### src/ceeu_pkg.sv
package ceeu_pkg;
   // Register byte offsets
   localparam logic [7:0] CONFIG_OFS = 8'h00;
   localparam logic [7:0] STATUS_OFS = 8'h04;
   localparam logic [7:0] MODE_OFS = 8'h08;
   localparam logic [7:0] EXIT_OFS = 8'h0C;
   // Config register fields
   localparam int CFG_XJ_ENABLE_BIT = 0;
   localparam int CFG_MONITOR_FLAG_BIT = 1;
   localparam logic [1:0] CONFIG_RESET = 2'h0;
   // Condition vector index: 0..5 stand for exit bits 48..53
   localparam int NUM_COND = 6;
   localparam int COND_RANGE = 0;
   localparam int COND_INFINITE = 1;
   localparam int COND_INDEFINITE = 2;
   localparam int COND_FLAG_ADDR = 3;
   localparam int COND_MC_PARITY = 4;
   localparam int COND_DATA_ERR = 5;
   // Exit word layout
   localparam int WORD_W = 60;
   localparam int PADDR_W = 18;
   localparam int EXIT_COND_LSB = 48;
   localparam int EXIT_PADDR_LSB = 30;
   // Exchange package mode word
   localparam logic [3:0] XPKG_MODE_WORD = 4'h3;
   localparam int MODE_LO_LSB = 48;
   localparam int MODE_HI_LSB = 57;
   localparam logic [5:0] MODE_RESET = 6'h00;
   // Block copy opcodes
   localparam logic [8:0] OP_BCOPY_READ = 9'h009;
   localparam logic [8:0] OP_BCOPY_WRITE = 9'h00A;
   // Resume parcels
   localparam logic [1:0] PARCEL_FULL = 2'h0;
   localparam logic [1:0] PARCEL_HALF = 2'h2;
   // Response combos
   typedef enum logic [1:0]
   {
      CEEU_RESP_STOP_MON = 2'h0,
      CEEU_RESP_EXCHANGE = 2'h1,
      CEEU_RESP_STOP_OFF = 2'h2
   } ceeu_resp_t;
   typedef enum logic [1:0]
   {
      CEEU_IDLE = 2'b00,
      CEEU_WRITE = 2'b01,
      CEEU_CLEAR_P = 2'b11,
      CEEU_EXCH = 2'b10
   } ceeu_state_t;
endpackage

### src/ceeu_top.sv
// Function
// - Illegal op, breakpoint, fetch or branch range error always exit.
// - Other errors interrupt only when detected and mode bit set.
// - Mode bits come from exchange package word three.
// - Every error exit writes program address into relative word zero.
// - Mode-enabled condition bits also go into relative word zero.
// - Bits 48-50 detected internally, enabled by same-number mode bits.
// - Bits 51, 52 from controller, 53 from coupler, enabled by 57-59.
// - Bit 51 on coupler address transfer error during flag operation.
// - Bit 52 on transfer parity error, kind depends on processor index.
// - Bit 53 on double error in SECDED, data parity error otherwise.
// - Conditions after exchange jump start belong to incoming program.
// - Stored program address is uncorrected, possibly already advanced.
// - Exit word: conditions 53..48, address 47..30, other bits zero.
// - Response chosen by switch setting and monitor flag, three combos.
// - Block copy 011/012 chooses copy or flag operation by bit 23s.
// - Full exit resumes at parcel 0 of next instruction word.
// - Half exit resumes at parcel 2 of current instruction word.
// - Flag register lives in controller, reached only through coupler.
// - Illegal instruction acts as a pass, changing no register.
// - Stopping exit stores word zero, then clears program address.
//
// The AHB-Lite slave port and the register offsets were decided locally.
`timescale 1ns/1ps
module ceeu_top #(
   parameter int CPU_INDEX = 0
)
(
   input wire logic i_clock,
   input wire logic i_rst,
   input wire logic i_hsel,
   input wire logic [31:0] i_haddr,
   input wire logic [1:0] i_htrans,
   input wire logic i_hwrite,
   input wire logic [2:0] i_hsize,
   input wire logic [31:0] i_hwdata,
   input wire logic i_hready,
   output logic [31:0] o_hrdata,
   output logic o_hreadyout,
   output logic o_hresp,
   input wire logic i_xpkg_wr,
   input wire logic [3:0] i_xpkg_addr,
   input wire logic [59:0] i_xpkg_data,
   input wire logic i_xjump_start,
   input wire logic [17:0] i_prog_addr,
   input wire logic i_illegal_instr,
   input wire logic i_breakpoint,
   input wire logic i_range_err_fetch,
   input wire logic i_range_err_data,
   input wire logic i_infinite_op,
   input wire logic i_indefinite_op,
   input wire logic i_coupler_addr_err,
   input wire logic i_mc_data_parity_err,
   input wire logic i_mc_addr_parity_err,
   input wire logic i_ms_addr_parity_err,
   input wire logic i_secded_mode,
   input wire logic i_double_err,
   input wire logic i_mem_parity_err,
   input wire logic i_bcopy_start,
   input wire logic [8:0] i_bcopy_opcode,
   input wire logic i_ext_addr_b23,
   input wire logic i_ext_fl_b23,
   input wire logic i_bcopy_done,
   input wire logic i_full_exit,
   input wire logic i_half_exit,
   input wire logic [17:0] i_word_addr,
   output logic o_pass_instr,
   output logic o_rwz_wr,
   output logic [59:0] o_rwz_data,
   output logic o_p_clear,
   output logic o_proc_stop,
   output logic o_exchange_req,
   output logic o_block_copy_start,
   output logic o_flag_op_start,
   output logic o_flag_op_active,
   output logic o_resume_valid,
   output logic [17:0] o_resume_addr,
   output logic [1:0] o_resume_parcel
);
   localparam int NC = ceeu_pkg::NUM_COND;

   function automatic logic [59:0] exit_word(input logic [5:0] c,
                                             input logic [17:0] p);
      logic [59:0] w;
      w = '0;
      w[ceeu_pkg::EXIT_COND_LSB +: 6] = c;
      w[ceeu_pkg::EXIT_PADDR_LSB +: 18] = p;
      return w;
   endfunction

   // Bus slave state
   logic wr_pend_q, wr_pend_d;
   logic [7:0] addr_q, addr_d;
   logic [1:0] config_q, config_d;
   logic [NC-1:0] status_q, status_d;
   logic [NC-1:0] mode_q, mode_d;
   logic [23:0] exit_log_q, exit_log_d;
   logic [31:0] rdata_q, rdata_d;
   // Exit sequencer state
   ceeu_pkg::ceeu_state_t state_q, state_d;
   logic [5:0] ex_cond_q, ex_cond_d;
   logic [17:0] ex_paddr_q, ex_paddr_d;
   logic stop_kind_q, stop_kind_d;
   logic flag_op_q, flag_op_d;
   logic resume_valid_q, resume_valid_d;
   logic [17:0] resume_addr_q, resume_addr_d;
   logic [1:0] resume_parcel_q, resume_parcel_d;
   logic [59:0] rwz_data_q, rwz_data_d;

   logic addr_phase;
   logic [NC-1:0] cond_now;
   logic uncond;
   logic [NC-1:0] exit_bits;
   logic take_exit;
   ceeu_pkg::ceeu_resp_t resp;
   logic is_bcopy;

   assign addr_phase = i_hsel && i_htrans[1] && i_hready;
   assign o_hreadyout = 1'b1;
   assign o_hresp = 1'b0;
   assign o_hrdata = rdata_q;

   // Detected conditions, index 0..5 for exit bits 48..53
   always_comb
   begin
      cond_now = '0;
      cond_now[ceeu_pkg::COND_RANGE] = i_range_err_data
                                       | i_range_err_fetch;
      cond_now[ceeu_pkg::COND_INFINITE] = i_infinite_op;
      cond_now[ceeu_pkg::COND_INDEFINITE] = i_indefinite_op;
      cond_now[ceeu_pkg::COND_FLAG_ADDR] = i_coupler_addr_err
                                           & flag_op_q;
      if (CPU_INDEX != 0)
      begin
         cond_now[ceeu_pkg::COND_MC_PARITY] = i_mc_data_parity_err
            | i_mc_addr_parity_err;
      end
      else
      begin
         cond_now[ceeu_pkg::COND_MC_PARITY] = i_ms_addr_parity_err;
      end
      cond_now[ceeu_pkg::COND_DATA_ERR] = i_secded_mode ? i_double_err
                                          : i_mem_parity_err;
   end

   assign uncond = i_illegal_instr | i_breakpoint | i_range_err_fetch;
   assign exit_bits = cond_now & mode_q;
   assign take_exit = (uncond || (exit_bits != '0))
                      && (state_q == ceeu_pkg::CEEU_IDLE);
   assign o_pass_instr = i_illegal_instr;

   always_comb
   begin
      if (!config_q[ceeu_pkg::CFG_XJ_ENABLE_BIT])
      begin
         resp = ceeu_pkg::CEEU_RESP_STOP_OFF;
      end
      else if (config_q[ceeu_pkg::CFG_MONITOR_FLAG_BIT])
      begin
         resp = ceeu_pkg::CEEU_RESP_STOP_MON;
      end
      else
      begin
         resp = ceeu_pkg::CEEU_RESP_EXCHANGE;
      end
   end

   assign is_bcopy = i_bcopy_start
                     && (i_bcopy_opcode == ceeu_pkg::OP_BCOPY_READ
                     || i_bcopy_opcode == ceeu_pkg::OP_BCOPY_WRITE);

   // Exit sequencer and block copy next state
   always_comb
   begin
      state_d = state_q;
      ex_cond_d = ex_cond_q;
      ex_paddr_d = ex_paddr_q;
      stop_kind_d = stop_kind_q;
      flag_op_d = flag_op_q;
      resume_valid_d = 1'b0;
      resume_addr_d = resume_addr_q;
      resume_parcel_d = resume_parcel_q;
      rwz_data_d = rwz_data_q;
      o_rwz_wr = 1'b0;
      o_p_clear = 1'b0;
      o_proc_stop = 1'b0;
      o_exchange_req = 1'b0;
      o_block_copy_start = 1'b0;
      o_flag_op_start = 1'b0;
      case (state_q)
         ceeu_pkg::CEEU_IDLE:
         begin
            if (take_exit)
            begin
               ex_cond_d = exit_bits;
               if (i_range_err_fetch)
               begin
                  ex_cond_d[ceeu_pkg::COND_RANGE] = 1'b1;
               end
               ex_paddr_d = i_prog_addr;
               stop_kind_d = (resp != ceeu_pkg::CEEU_RESP_EXCHANGE);
               state_d = ceeu_pkg::CEEU_WRITE;
            end
         end
         ceeu_pkg::CEEU_WRITE:
         begin
            o_rwz_wr = 1'b1;
            rwz_data_d = exit_word(ex_cond_q, ex_paddr_q);
            state_d = stop_kind_q ? ceeu_pkg::CEEU_CLEAR_P
                      : ceeu_pkg::CEEU_EXCH;
         end
         ceeu_pkg::CEEU_CLEAR_P:
         begin
            o_p_clear = 1'b1;
            o_proc_stop = 1'b1;
            state_d = ceeu_pkg::CEEU_IDLE;
         end
         ceeu_pkg::CEEU_EXCH:
         begin
            o_exchange_req = 1'b1;
            state_d = ceeu_pkg::CEEU_IDLE;
         end
         default:
         begin
            state_d = ceeu_pkg::CEEU_IDLE;
         end
      endcase
      if (is_bcopy && !flag_op_q)
      begin
         if (i_ext_addr_b23 && i_ext_fl_b23)
         begin
            o_flag_op_start = 1'b1;
            flag_op_d = 1'b1;
         end
         else
         begin
            o_block_copy_start = 1'b1;
         end
      end
      else if (i_bcopy_done)
      begin
         flag_op_d = 1'b0;
      end
      if (i_full_exit)
      begin
         resume_valid_d = 1'b1;
         resume_addr_d = i_word_addr + 18'h00001;
         resume_parcel_d = ceeu_pkg::PARCEL_FULL;
      end
      else if (i_half_exit)
      begin
         resume_valid_d = 1'b1;
         resume_addr_d = i_word_addr;
         resume_parcel_d = ceeu_pkg::PARCEL_HALF;
      end
   end

   // Register file next state
   always_comb
   begin
      wr_pend_d = addr_phase && i_hwrite;
      addr_d = addr_phase ? i_haddr[7:0] : addr_q;
      config_d = config_q;
      status_d = status_q;
      mode_d = mode_q;
      exit_log_d = exit_log_q;
      rdata_d = rdata_q;
      if (wr_pend_q)
      begin
         case (addr_q)
            ceeu_pkg::CONFIG_OFS: config_d = i_hwdata[1:0];
            ceeu_pkg::STATUS_OFS: status_d = status_q & ~i_hwdata[NC-1:0];
            ceeu_pkg::MODE_OFS: mode_d = i_hwdata[NC-1:0];
            default: config_d = config_q;
         endcase
      end
      if (i_xjump_start)
      begin
         status_d = '0;
      end
      if (i_xpkg_wr && i_xpkg_addr == ceeu_pkg::XPKG_MODE_WORD)
      begin
         mode_d = {i_xpkg_data[ceeu_pkg::MODE_HI_LSB +: 3],
                   i_xpkg_data[ceeu_pkg::MODE_LO_LSB +: 3]};
      end
      status_d = status_d | cond_now;
      if (state_q == ceeu_pkg::CEEU_WRITE)
      begin
         exit_log_d = {ex_cond_q, ex_paddr_q};
      end
      if (addr_phase && !i_hwrite)
      begin
         case (i_haddr[7:0])
            ceeu_pkg::CONFIG_OFS: rdata_d = {30'h0, config_q};
            ceeu_pkg::STATUS_OFS: rdata_d = {26'h0, status_q};
            ceeu_pkg::MODE_OFS: rdata_d = {26'h0, mode_q};
            ceeu_pkg::EXIT_OFS: rdata_d = {8'h00, exit_log_q};
            default: rdata_d = 32'h0000_0000;
         endcase
      end
   end

   always_ff @(posedge i_clock or posedge i_rst)
   begin
      if (i_rst)
      begin
         state_q <= ceeu_pkg::CEEU_IDLE;
         ex_cond_q <= '0;
         ex_paddr_q <= '0;
         stop_kind_q <= 1'b0;
         flag_op_q <= 1'b0;
         resume_valid_q <= 1'b0;
         resume_addr_q <= '0;
         resume_parcel_q <= 2'h0;
         rwz_data_q <= '0;
         wr_pend_q <= 1'b0;
         addr_q <= 8'h00;
         config_q <= ceeu_pkg::CONFIG_RESET;
         status_q <= '0;
         mode_q <= ceeu_pkg::MODE_RESET;
         exit_log_q <= '0;
         rdata_q <= 32'h0000_0000;
      end
      else
      begin
         state_q <= state_d;
         ex_cond_q <= ex_cond_d;
         ex_paddr_q <= ex_paddr_d;
         stop_kind_q <= stop_kind_d;
         flag_op_q <= flag_op_d;
         resume_valid_q <= resume_valid_d;
         resume_addr_q <= resume_addr_d;
         resume_parcel_q <= resume_parcel_d;
         rwz_data_q <= rwz_data_d;
         wr_pend_q <= wr_pend_d;
         addr_q <= addr_d;
         config_q <= config_d;
         status_q <= status_d;
         mode_q <= mode_d;
         exit_log_q <= exit_log_d;
         rdata_q <= rdata_d;
      end
   end

   assign o_rwz_data = rwz_data_q;
   assign o_flag_op_active = flag_op_q;
   assign o_resume_valid = resume_valid_q;
   assign o_resume_addr = resume_addr_q;
   assign o_resume_parcel = resume_parcel_q;
endmodule

### config.mk
export PLATFORM = sky130hd
export DESIGN_NAME = ceeu_top
export DESIGN_NICKNAME = d
export VERILOG_FILES = /design/src/ceeu_pkg.sv /design/src/ceeu_top.sv
export SDC_FILE = /design/constraint.sdc
export NUM_CORES = 1
export LEC_CHECK = 0
export BUFFER_PORTS_ARGS = -buffer_cell sky130_fd_sc_hd__buf_2
export CAP_MARGIN = 20
export CORE_AREA = 2 2 128 130
export DETAILED_ROUTE_END_ITERATION = 12
export DIE_AREA = 0 0 130 132
export PLACE_DENSITY = 0.67
export SLEW_MARGIN = 20
export SYNTH_ARGS = -nofsm -noshare
export SYNTH_HDL_FRONTEND = slang
export SYNTH_SLANG_ARGS = --single-unit
### constraint.sdc
create_clock -name i_clock -period 5.1 [get_ports i_clock]
set_clock_uncertainty 0.2 [all_clocks]
set_input_delay 0.255 -clock i_clock [delete_from_list [all_inputs] [get_ports i_clock]]
set_output_delay 0.255 -clock i_clock [all_outputs]
set_load 0.005 [all_outputs]
== After elaboration in Yosys (flattened, before gate mapping) ==
Index checks and enable logic that the tools add are counted.

* Register bits: 128
* Logic and storage cells: 94

* Add/subtract/negate cells: 1
* Equal/unequal tests: 14
* Mux-type cells: 30
* Bitwise operators: 8
* Reduce and logical (&&, ||, !) cells: 26

{| class="wikitable"
|+ Operators by type and width
! operator !! number
|-
| 24-bit one-hot mux with 4 select lines || 1
|-
| 18-bit 2-to-1 mux || 2
|-
| 6-bit 2-to-1 mux || 6
|-
| 8-bit by 4-bit == test with 1-bit output, second input constant || 3
|-
| 18-bit by 1-bit adder with 18-bit output, second input constant || 1
|-
| 9-bit by 4-bit == test with 1-bit output, second input constant || 2
|-
| 8-bit by 3-bit == test with 1-bit output, second input constant || 2
|-
| 8-bit logical NOT || 2
|-
| 1-bit 2-to-1 mux || 16
|-
| 6-bit AND || 2
|-
| 1-bit logical AND || 9
|-
| 2-bit 2-to-1 mux || 4
|-
| 2-bit AND reduction || 4
|-
| 2-bit nonzero test || 4
|-
| 6-bit NOT || 1
|-
| 6-bit bitwise OR || 1
|-
| 2-bit one-hot mux with 3 select lines || 1
|-
| 6-bit nonzero test || 1
|-
| 2-bit == test, second input constant || 2
|-
| 4-bit by 2-bit == test with 1-bit output, second input constant || 1
|-
| 2-bit by 1-bit != test with 1-bit output, second input constant || 2
|-
| 1-bit bitwise OR || 3
|-
| 2-bit by 1-bit == test with 1-bit output, second input constant || 1
|-
| 1-bit logical NOT || 2
|-
| other kinds (5) || 6
|}

== Longest topological paths before layout ==
Gate-level depths: netlist of the first run.

* Depth in word-level cells: 7
* Mapped depth: 6
* Mapped depth without buffers: 5

== Worst setup path after synthesis of the first run ==
Ideal clock, no wire load.

* Kind: register to register
* Start point: register mode_q[2]
* End point: register ex_paddr_q[10]
* Library setup time: 125 ps
* Arrival time: 1663 ps
* Required time: 4775 ps
* Setup slack: 3112 ps
* Stages on the path, launching flop included: 6
* Buffers on the path: 1
* Clock period less this slack: 1988 ps
* Cell sequence: dfrtp_1 > a211oi_1 > nand4_1 > o21ai_1 > buf_2 > mux2_2

* Longest elaborated chain between the ends: 5

{| class="wikitable"
|+ Ends and longest elaborated chain
! what !! RTL line !! RTL
|-
| start, declared || ceeu_top.sv:96 || <nowiki>logic [NC-1:0] mode_q, mode_d;</nowiki>
|-
| start signal, assigned || ceeu_top.sv:320 || <nowiki>mode_q <= ceeu_pkg::MODE_RESET;</nowiki>
|-
| start signal, assigned || ceeu_top.sv:339 || <nowiki>mode_q <= mode_d;</nowiki>
|-
| 6-bit AND || ceeu_top.sv:147 || <nowiki>assign exit_bits = cond_now & mode_q;</nowiki>
|-
| 6-bit nonzero test || ceeu_top.sv:148 || <nowiki>assign take_exit = (uncond || (exit_bits != '0))</nowiki>
|-
| 1-bit logical OR || ceeu_top.sv:148 ||
|-
| 1-bit logical AND || ceeu_top.sv:149 || <nowiki>&& (state_q == ceeu_pkg::CEEU_IDLE);</nowiki>
|-
| 2-bit AND reduction (no line) || - ||
|-
| end signal, assigned || ceeu_top.sv:328 || <nowiki>ex_paddr_q <= ex_paddr_d;</nowiki>
|-
| end, declared || ceeu_top.sv:102 || <nowiki>logic [17:0] ex_paddr_q, ex_paddr_d;</nowiki>
|}

Every way passes these cells.
A chain may end at the register's enable or synchronous reset.

== Worst setup path after layout of the first run ==
* Start point: input i_hwrite
* End point: register rdata_q[13] (netlist: o_hrdata[13])

* Longest elaborated chain between the ends: 2

{| class="wikitable"
|+ Ends and longest elaborated chain
! what !! RTL line !! RTL
|-
| start, declared || ceeu_top.sv:34 || <nowiki>input wire logic i_hwrite,</nowiki>
|-
| 1-bit logical NOT || ceeu_top.sv:291 || <nowiki>if (addr_phase && !i_hwrite)</nowiki>
|-
| 1-bit logical AND || ceeu_top.sv:291 ||
|-
| end signal, assigned || ceeu_top.sv:341 || <nowiki>rdata_q <= rdata_d;</nowiki>
|-
| end, declared || ceeu_top.sv:98 || <nowiki>logic [31:0] rdata_q, rdata_d;</nowiki>
|}

Every way passes these cells.

==> impl_results.md, run 1 <==
* Net Sw Frac at approximately 28%
* # setup viols final at 0
* CTS root buf: clkbuf_16
* Row count at 46
* Asr flop ratio synth at 100%
* Worst R2R Path Depth at 5
* Tcrit/Tclk final at 60.2%
* First-pass iteration count of the detailed router at 4
* Clock power frac at between 30% and 40%
* DRT Wirelength at 14,700 um
* Worst slew pin tran at 0.849 ns
* Peak VDD IR at 216 uV
* Clock slew at reported path FFs at 0.05 ns
* EDFF count, synth at 0
* CTS sink count at 119
* Switching power at 0.000944 W
* Post_cts resized at 0
* Status: complete, no violations
* Initial antenna violation count at 1
* Top FF cell, synth: dfrtp_1
* Global-route wire length before repair at roughly 23,000 um
* PortBufs at ~170
* Gate Count Post-Synth at 455
* Synth Area in XOR/XNOR at 1.90%
* Post-DP HPWL at 10,500 um
* Mux contribution to synthesized area at a little over an eighth
* Critical path required time at approximately 5.3 ns
* Critical path type: in2reg
* Core area at 15,700 um2
* Worst Setup End Kind: flip-flop
* Clk_lat worst skew at 0.41 ns
* Yosys reg bits at 119
* Simple-gate share of the synthesized area at 10.8%
* Area leader, netlist: dfrtp_1
* Die area at 17,200 um2
* Hold slack at 0.0417 ns
* Seq pwr share at 39.3%
* Clock tree buffer depth at 2
* Routed vias at 4,406
* Unrepaired setup endpoints after global routing: false
* Share of cells above drive strength 1 at 41.2%
* Placed inst area at 6370 um2
* IO Pins at about 330
* Post-synth cell types at between 50 and 60
* Die Height at 132 um
* Number of global-route vias before repair at between 4k and 5k
* Adder-Cell Fraction of Synth Area at 0.226%
* Cell area after layout at 7730 um2
* DRC Markers at 0
* Main combinational cell family by area after synthesis: multiplexers
* Worst Setup Start Kind: input pin
* Post-DR wirelength/cell at 15.9 um
* Slew Limit Fails at 0
* Post-CTS setup buffers at 0
* Final net count at 903
* Max Fanout on Critical Path at 25
* Final min period at 3.07 ns
* FMAX at 326 MHz
* Comb pwr share at about a quarter
* Hold Path Depth at 3
* Remaining Overflow, GRT at 0
* Initial cell density of the core at between 30% and 40%
* Via density at approximately 4.8
* Yosys warns at 0
* DRT antenna net count at 0
* Most frequent cells in the layout: 169 x buf_2, 119 x dfrtp_1, 72 x dlygate4sd3_1
* Ant. Diodes at 0
* Mapped cell area at 5530 um2
* Total track usage at 17.5%
* Most common cell after layout, fill and taps aside: buf_2
* Max Cap Viol at 0
* Area Growth Syn to Fin at 39.9%
* GPL Wtd Cong at 0.829
* Largest net degree at the start of global routing at 66
* Leak pwr at approximately 3.7 nW
* Synth top area cells: dfrtp_1 54%, mux2_2 12%, buf_4 6.8%
* DIE WIDTH at 130 um
* Relative slew margins at 42.6%
* Setup TNS at 0 ns
* Synth Area in Compound Gates at a little over a tenth
* Post-synthesis sequential area ratio at 53.9%
* Power density cells at 442 nW/um2
* CTS tree: yes
* HP Class: in2reg
* Number of CTS-inserted buffers at 17
* Count of final hold-check violations at 0
* H-tree levels at 4
* Syn Area/Cell at approximately 12 um2
* Internal Pwr Total at 0.00248 W
* Top cell type's share of synthesized area at a little over half
* Arr. time, crit path at 3.22 ns
* Drt first-iter violations at 231
[kinds of logic (layout without fill, tap and decap cells)]
group	after synthesis	after routing
AND/OR/NAND/NOR	107	107
buffers and inverters	74	285
adder cells (fa/ha/maj)	1	1
flip-flops	119	119
AO/OA/AOI/OAI	76	76
multiplexers	64	64
other	2	47
XOR/XNOR	12	12
[worst max-delay path, stage by stage]
cell and delay (ns):
dlygate4sd3_1 0.53, buf_2 0.13, nand4b_2 0.75, or4_1 0.98
nor2_8 0.37, a22o_2 0.19
[final timing paths]
kind,startpoint,slack (ns),endpoint
worst min-delay path,i_mem_parity_err,0.04,status_q[5]
max in group asynchronous,i_rst,3.07,ex_paddr_q[14]
worst max-delay path,i_hwrite,2.03,o_hrdata[13]
min in group asynchronous,i_rst,0.29,o_resume_addr[16]
worst min register to register,o_resume_addr[12],0.27,o_resume_addr[12]
worst max register to register,addr_q[2],2.64,mode_q[1]
[synth_stat cells (8+ instances only)]
| master | count |
|---|---|
| buf_4 | 50 |
| mux2_2 | 58 |
| and3_1 | 11 |
| a22o_2 | 16 |
| nand2_1 | 25 |
| nor2b_1 | 8 |
| o21ai_0 | 19 |
| dfrtp_1 | 119 |
| clkbuf_1 | 9 |
| nor2_1 | 14 |
| xnor2_1 | 8 |
| nand3_1 | 13 |
[per-stage QoR]
step           setup WS (ns)  std cells  power (W)  utilization, %
6_report                2.03        927    0.00342            49.2
5_1_grt                 1.82        927    0.00360            49.2
4_1_cts                 1.96        927    0.00346            49.2
3_5_place_dp            2.06        823    0.00212            40.6
3_3_place_gp            2.09        823    0.00208            40.6
2_1_floorplan           1.49        500    0.00183               -
[state kept, by name, summed over array words and instances (netlist names)]
signal / count
exit_log_q: 24
o_hrdata: 24
ex_paddr_q: 18
o_resume_addr: 18
addr_q: 8
ex_cond_q: 6
mode_q: 6
status_q: 6
config_q: 2
state_q: 2
o_flag_op_active: 1
o_resume_parcel: 1
o_resume_valid: 1
stop_kind_q: 1
wr_pend_q: 1
[final cells by class]
class	instances	area, um2
clock buffer	18	439
inverter	8	32.5
sequential	119	2980
fill	1411	7980
multi-input combinational	307	2220
timing repair buffer	245	1600
tap	216	270
clock inverter	14	199
[timing repair]
item	4_1_cts	5_1_grt
hold endpoints to repair	116	0
endpoints found under the setup margin	0	0
hold buffers	72	0
[metal layers]
layer	global-route usage, %	part of all wire [%]	vias up
li1	-	-	2050
met1	21.7	43	2152
met2	28.4	48	179
met3	5.80	7.4	23
met4	6.21	1.7	2
met5	0	0.088	-
[power groups by stage]
stage,Clock (W),Combinational [W],Sequential [W]
after detailed placement,0,0.000759,0.00136
after floorplan,0,0.000513,0.00132
after global placement,0,0.000737,0.00135
after global routing,0.00135,0.000876,0.00138
final,0.00127,0.000803,0.00134
after CTS,0.00131,0.000811,0.00135
Power figures use the tool's default switching activity.
==> run 2, diff against run 1 <==
Settings changed: PLACE_DENSITY 0.67 to 0.69.
Clock period 5.1 ns to 2.8 ns, I/O delays scaled along.
==> run 2 against run 1 <==
Against the previous run: flip-flop and latch count unchanged; combinational power up 88%; utilization up 1.5 points; hold slack gained 0.014 ns; highest routed layer is now met4; die area did not move; non-clock buffer count increased by 24; critical path type unchanged.
==> impl_results.md, run 2 (synthesis results as in run 1) <==
* Leak pwr at 3.83 nW
* Peak VDD IR at 401 uV
* Critical path required time at 2.89 ns
* DIE WIDTH at ~130 um
* DRC Markers at 0
* Remaining Overflow, GRT at 0
* Clock slew at reported path FFs at 0.06 ns
* CTS tree: yes
* Status: complete, no violations
* DP Worst Slack at 0.538 ns
* Total power draw at 0.00622 W
* Critical path type: in2reg
* CTS root buf: clkbuf_16
* First-pass iteration count of the detailed router at 4
* Routed vias at about 4.4k
* Worst slew pin tran at about 0.76 ns
* Clock tree buffer depth at 2
* Tcrit/Tclk final at ~93%
* Most used cell, CP: dlygate4sd3_1
* Most common cell after layout, fill and taps aside: buf_2
* Arr. time, crit path at 2.70 ns
* FMAX at approximately 380 MHz
* Worst Setup Slack, final at between 0.15 and 0.2 ns
* Post-DP HPWL at 10,000 um
* Area Growth Syn to Fin at 44.3%
* CP peak stage delay at approximately 0.57 ns
* Critical path, cell by cell: dlygate4sd3_1, clkbuf_4, and4_2, nand4_1, o21ai_0, dlygate4sd3_1, a31oi_1, dlygate4sd3_1
* Slew Limit Fails at 0
* CTS sink count at 119
* DRT Wirelength at 14,500 um
* Row count at 46
* Worst Setup Start Kind: input pin
* Largest net degree at the start of global routing at 41
* IO Pins at 327
* Die Height at ~130 um
* Crit path buffers/inverters at 4
* # setup viols final at 0
* Max Cap Viol at 0
* Cell family with most CP delay: buffers and inverters
* Final net count at 927
* Clk_lat worst skew at 0.41 ns
* Count of final hold-check violations at 0
* Max Fanout on Critical Path at 14
* PortBufs at 169
* Worst Setup End Kind: flip-flop
* H-tree levels at 4
* Die area at 17,200 um2
* HP Class: in2reg
* Relative slew margins at about half
* Final core utilization at about 51%
* Initial cell density of the core at 35.2%
* Most frequent cells in the layout: 168 x buf_2, 119 x dfrtp_1, 90 x dlygate4sd3_1
* Final min period at between 2 and 3 ns
* Via density at approximately 4.7
* Power density cells at 780 nW/um2
* Number of CTS-inserted buffers at 17
* Unrepaired setup endpoints after global routing: false
* DRT antenna net count at 0
* Drt first-iter violations at 158
* Share of cells above drive strength 1 at roughly two fifths
* Core area at 15,700 um2
* GPL Wtd Cong at 0.770
* Worst hold start: i_half_exit
* Total track usage at 17.5%
* Global-route wire length before repair at 23,300 um
* Initial antenna violation count at 1
* RR Startpoint: addr_q[7]
* Critical Path Start: i_full_exit
* Post-DR wirelength/cell at 15.3 um
* Setup TNS at 0 ns
* Number of global-route vias before repair at 4,554
* Crit path max-delay cell type: dlygate4sd3_1
==> run 2: cell count changes in the layout (fill, tap and decap cells not counted), moves of 2 or more <==
cell and change:
buf_12 +2, buf_4 +4, clkinv_2 +2, clkinvlp_4 -2, dlygate4sd3_1 +18
==> run 2: worst paths after layout <==
check,slack [ns],to,cells after the start
hold / removal,0.06,o_resume_valid,3
max in group asynchronous,1.48,o_hrdata[20],4
setup reg to reg,0.32,mode_q[0],5
setup / recovery,0.19,o_resume_addr[14],8
hold reg to reg,0.27,o_hrdata[5],2
min in group asynchronous,0.22,o_hrdata[8],3
==> run 2: report_power, final <==
group | leakage [nW] | internal (W) | switching [W]
registers | 1.48 | 0.00215 | 0.000282
logic | 2.05 | 0.000885 | 0.000625
clock network | 0.303 | 0.00151 | 0.000770
==> run 2: stage by stage <==
step | hold WS [ns] | instance area [um2] | std cells
6_report | 0.0554 | 7970 | 951
4_1_cts | 0.0303 | 7960 | 949
5_1_grt | 0.0602 | 7970 | 950
3_3_place_gp | 0.0988 | 6440 | 828
2_1_floorplan | 0.0307 | 5700 | 500
3_5_place_dp | 0.103 | 6440 | 828
==> run 2: layout make-up <==
class	count	area, um2
Clock buffer	19	443
Multi-Input combinational cell	307	2220
Antenna cell	1	2.50
Inverter	8	33.8
Tap cell	216	270
Clock inverter	12	178
Fill cell	1398	7740
Sequential cell	119	2980
Timing Repair Buffer	269	1850
==> run 2: tightest hold or removal path: stages <==
cell	delay [ns]
buf_2	0.20
nor2_1	0.09
clkinv_1	0.16
==> run 2: timing repair <==
item / CTS / global route
gates resized for setup: 0 / 2
setup endpoints to repair: 0 / 1
endpoints found under the hold margin: 94 / 0
hold buffers: 90 / 0
setup buffers: 0 / 1
==> run 2: metal layers <==
layer	global-route usage [%]	part of all wire (%)
met5	0	0
met4	6.09	1.4
met3	6.41	7.0
met2	28.9	49
met1	21.0	42
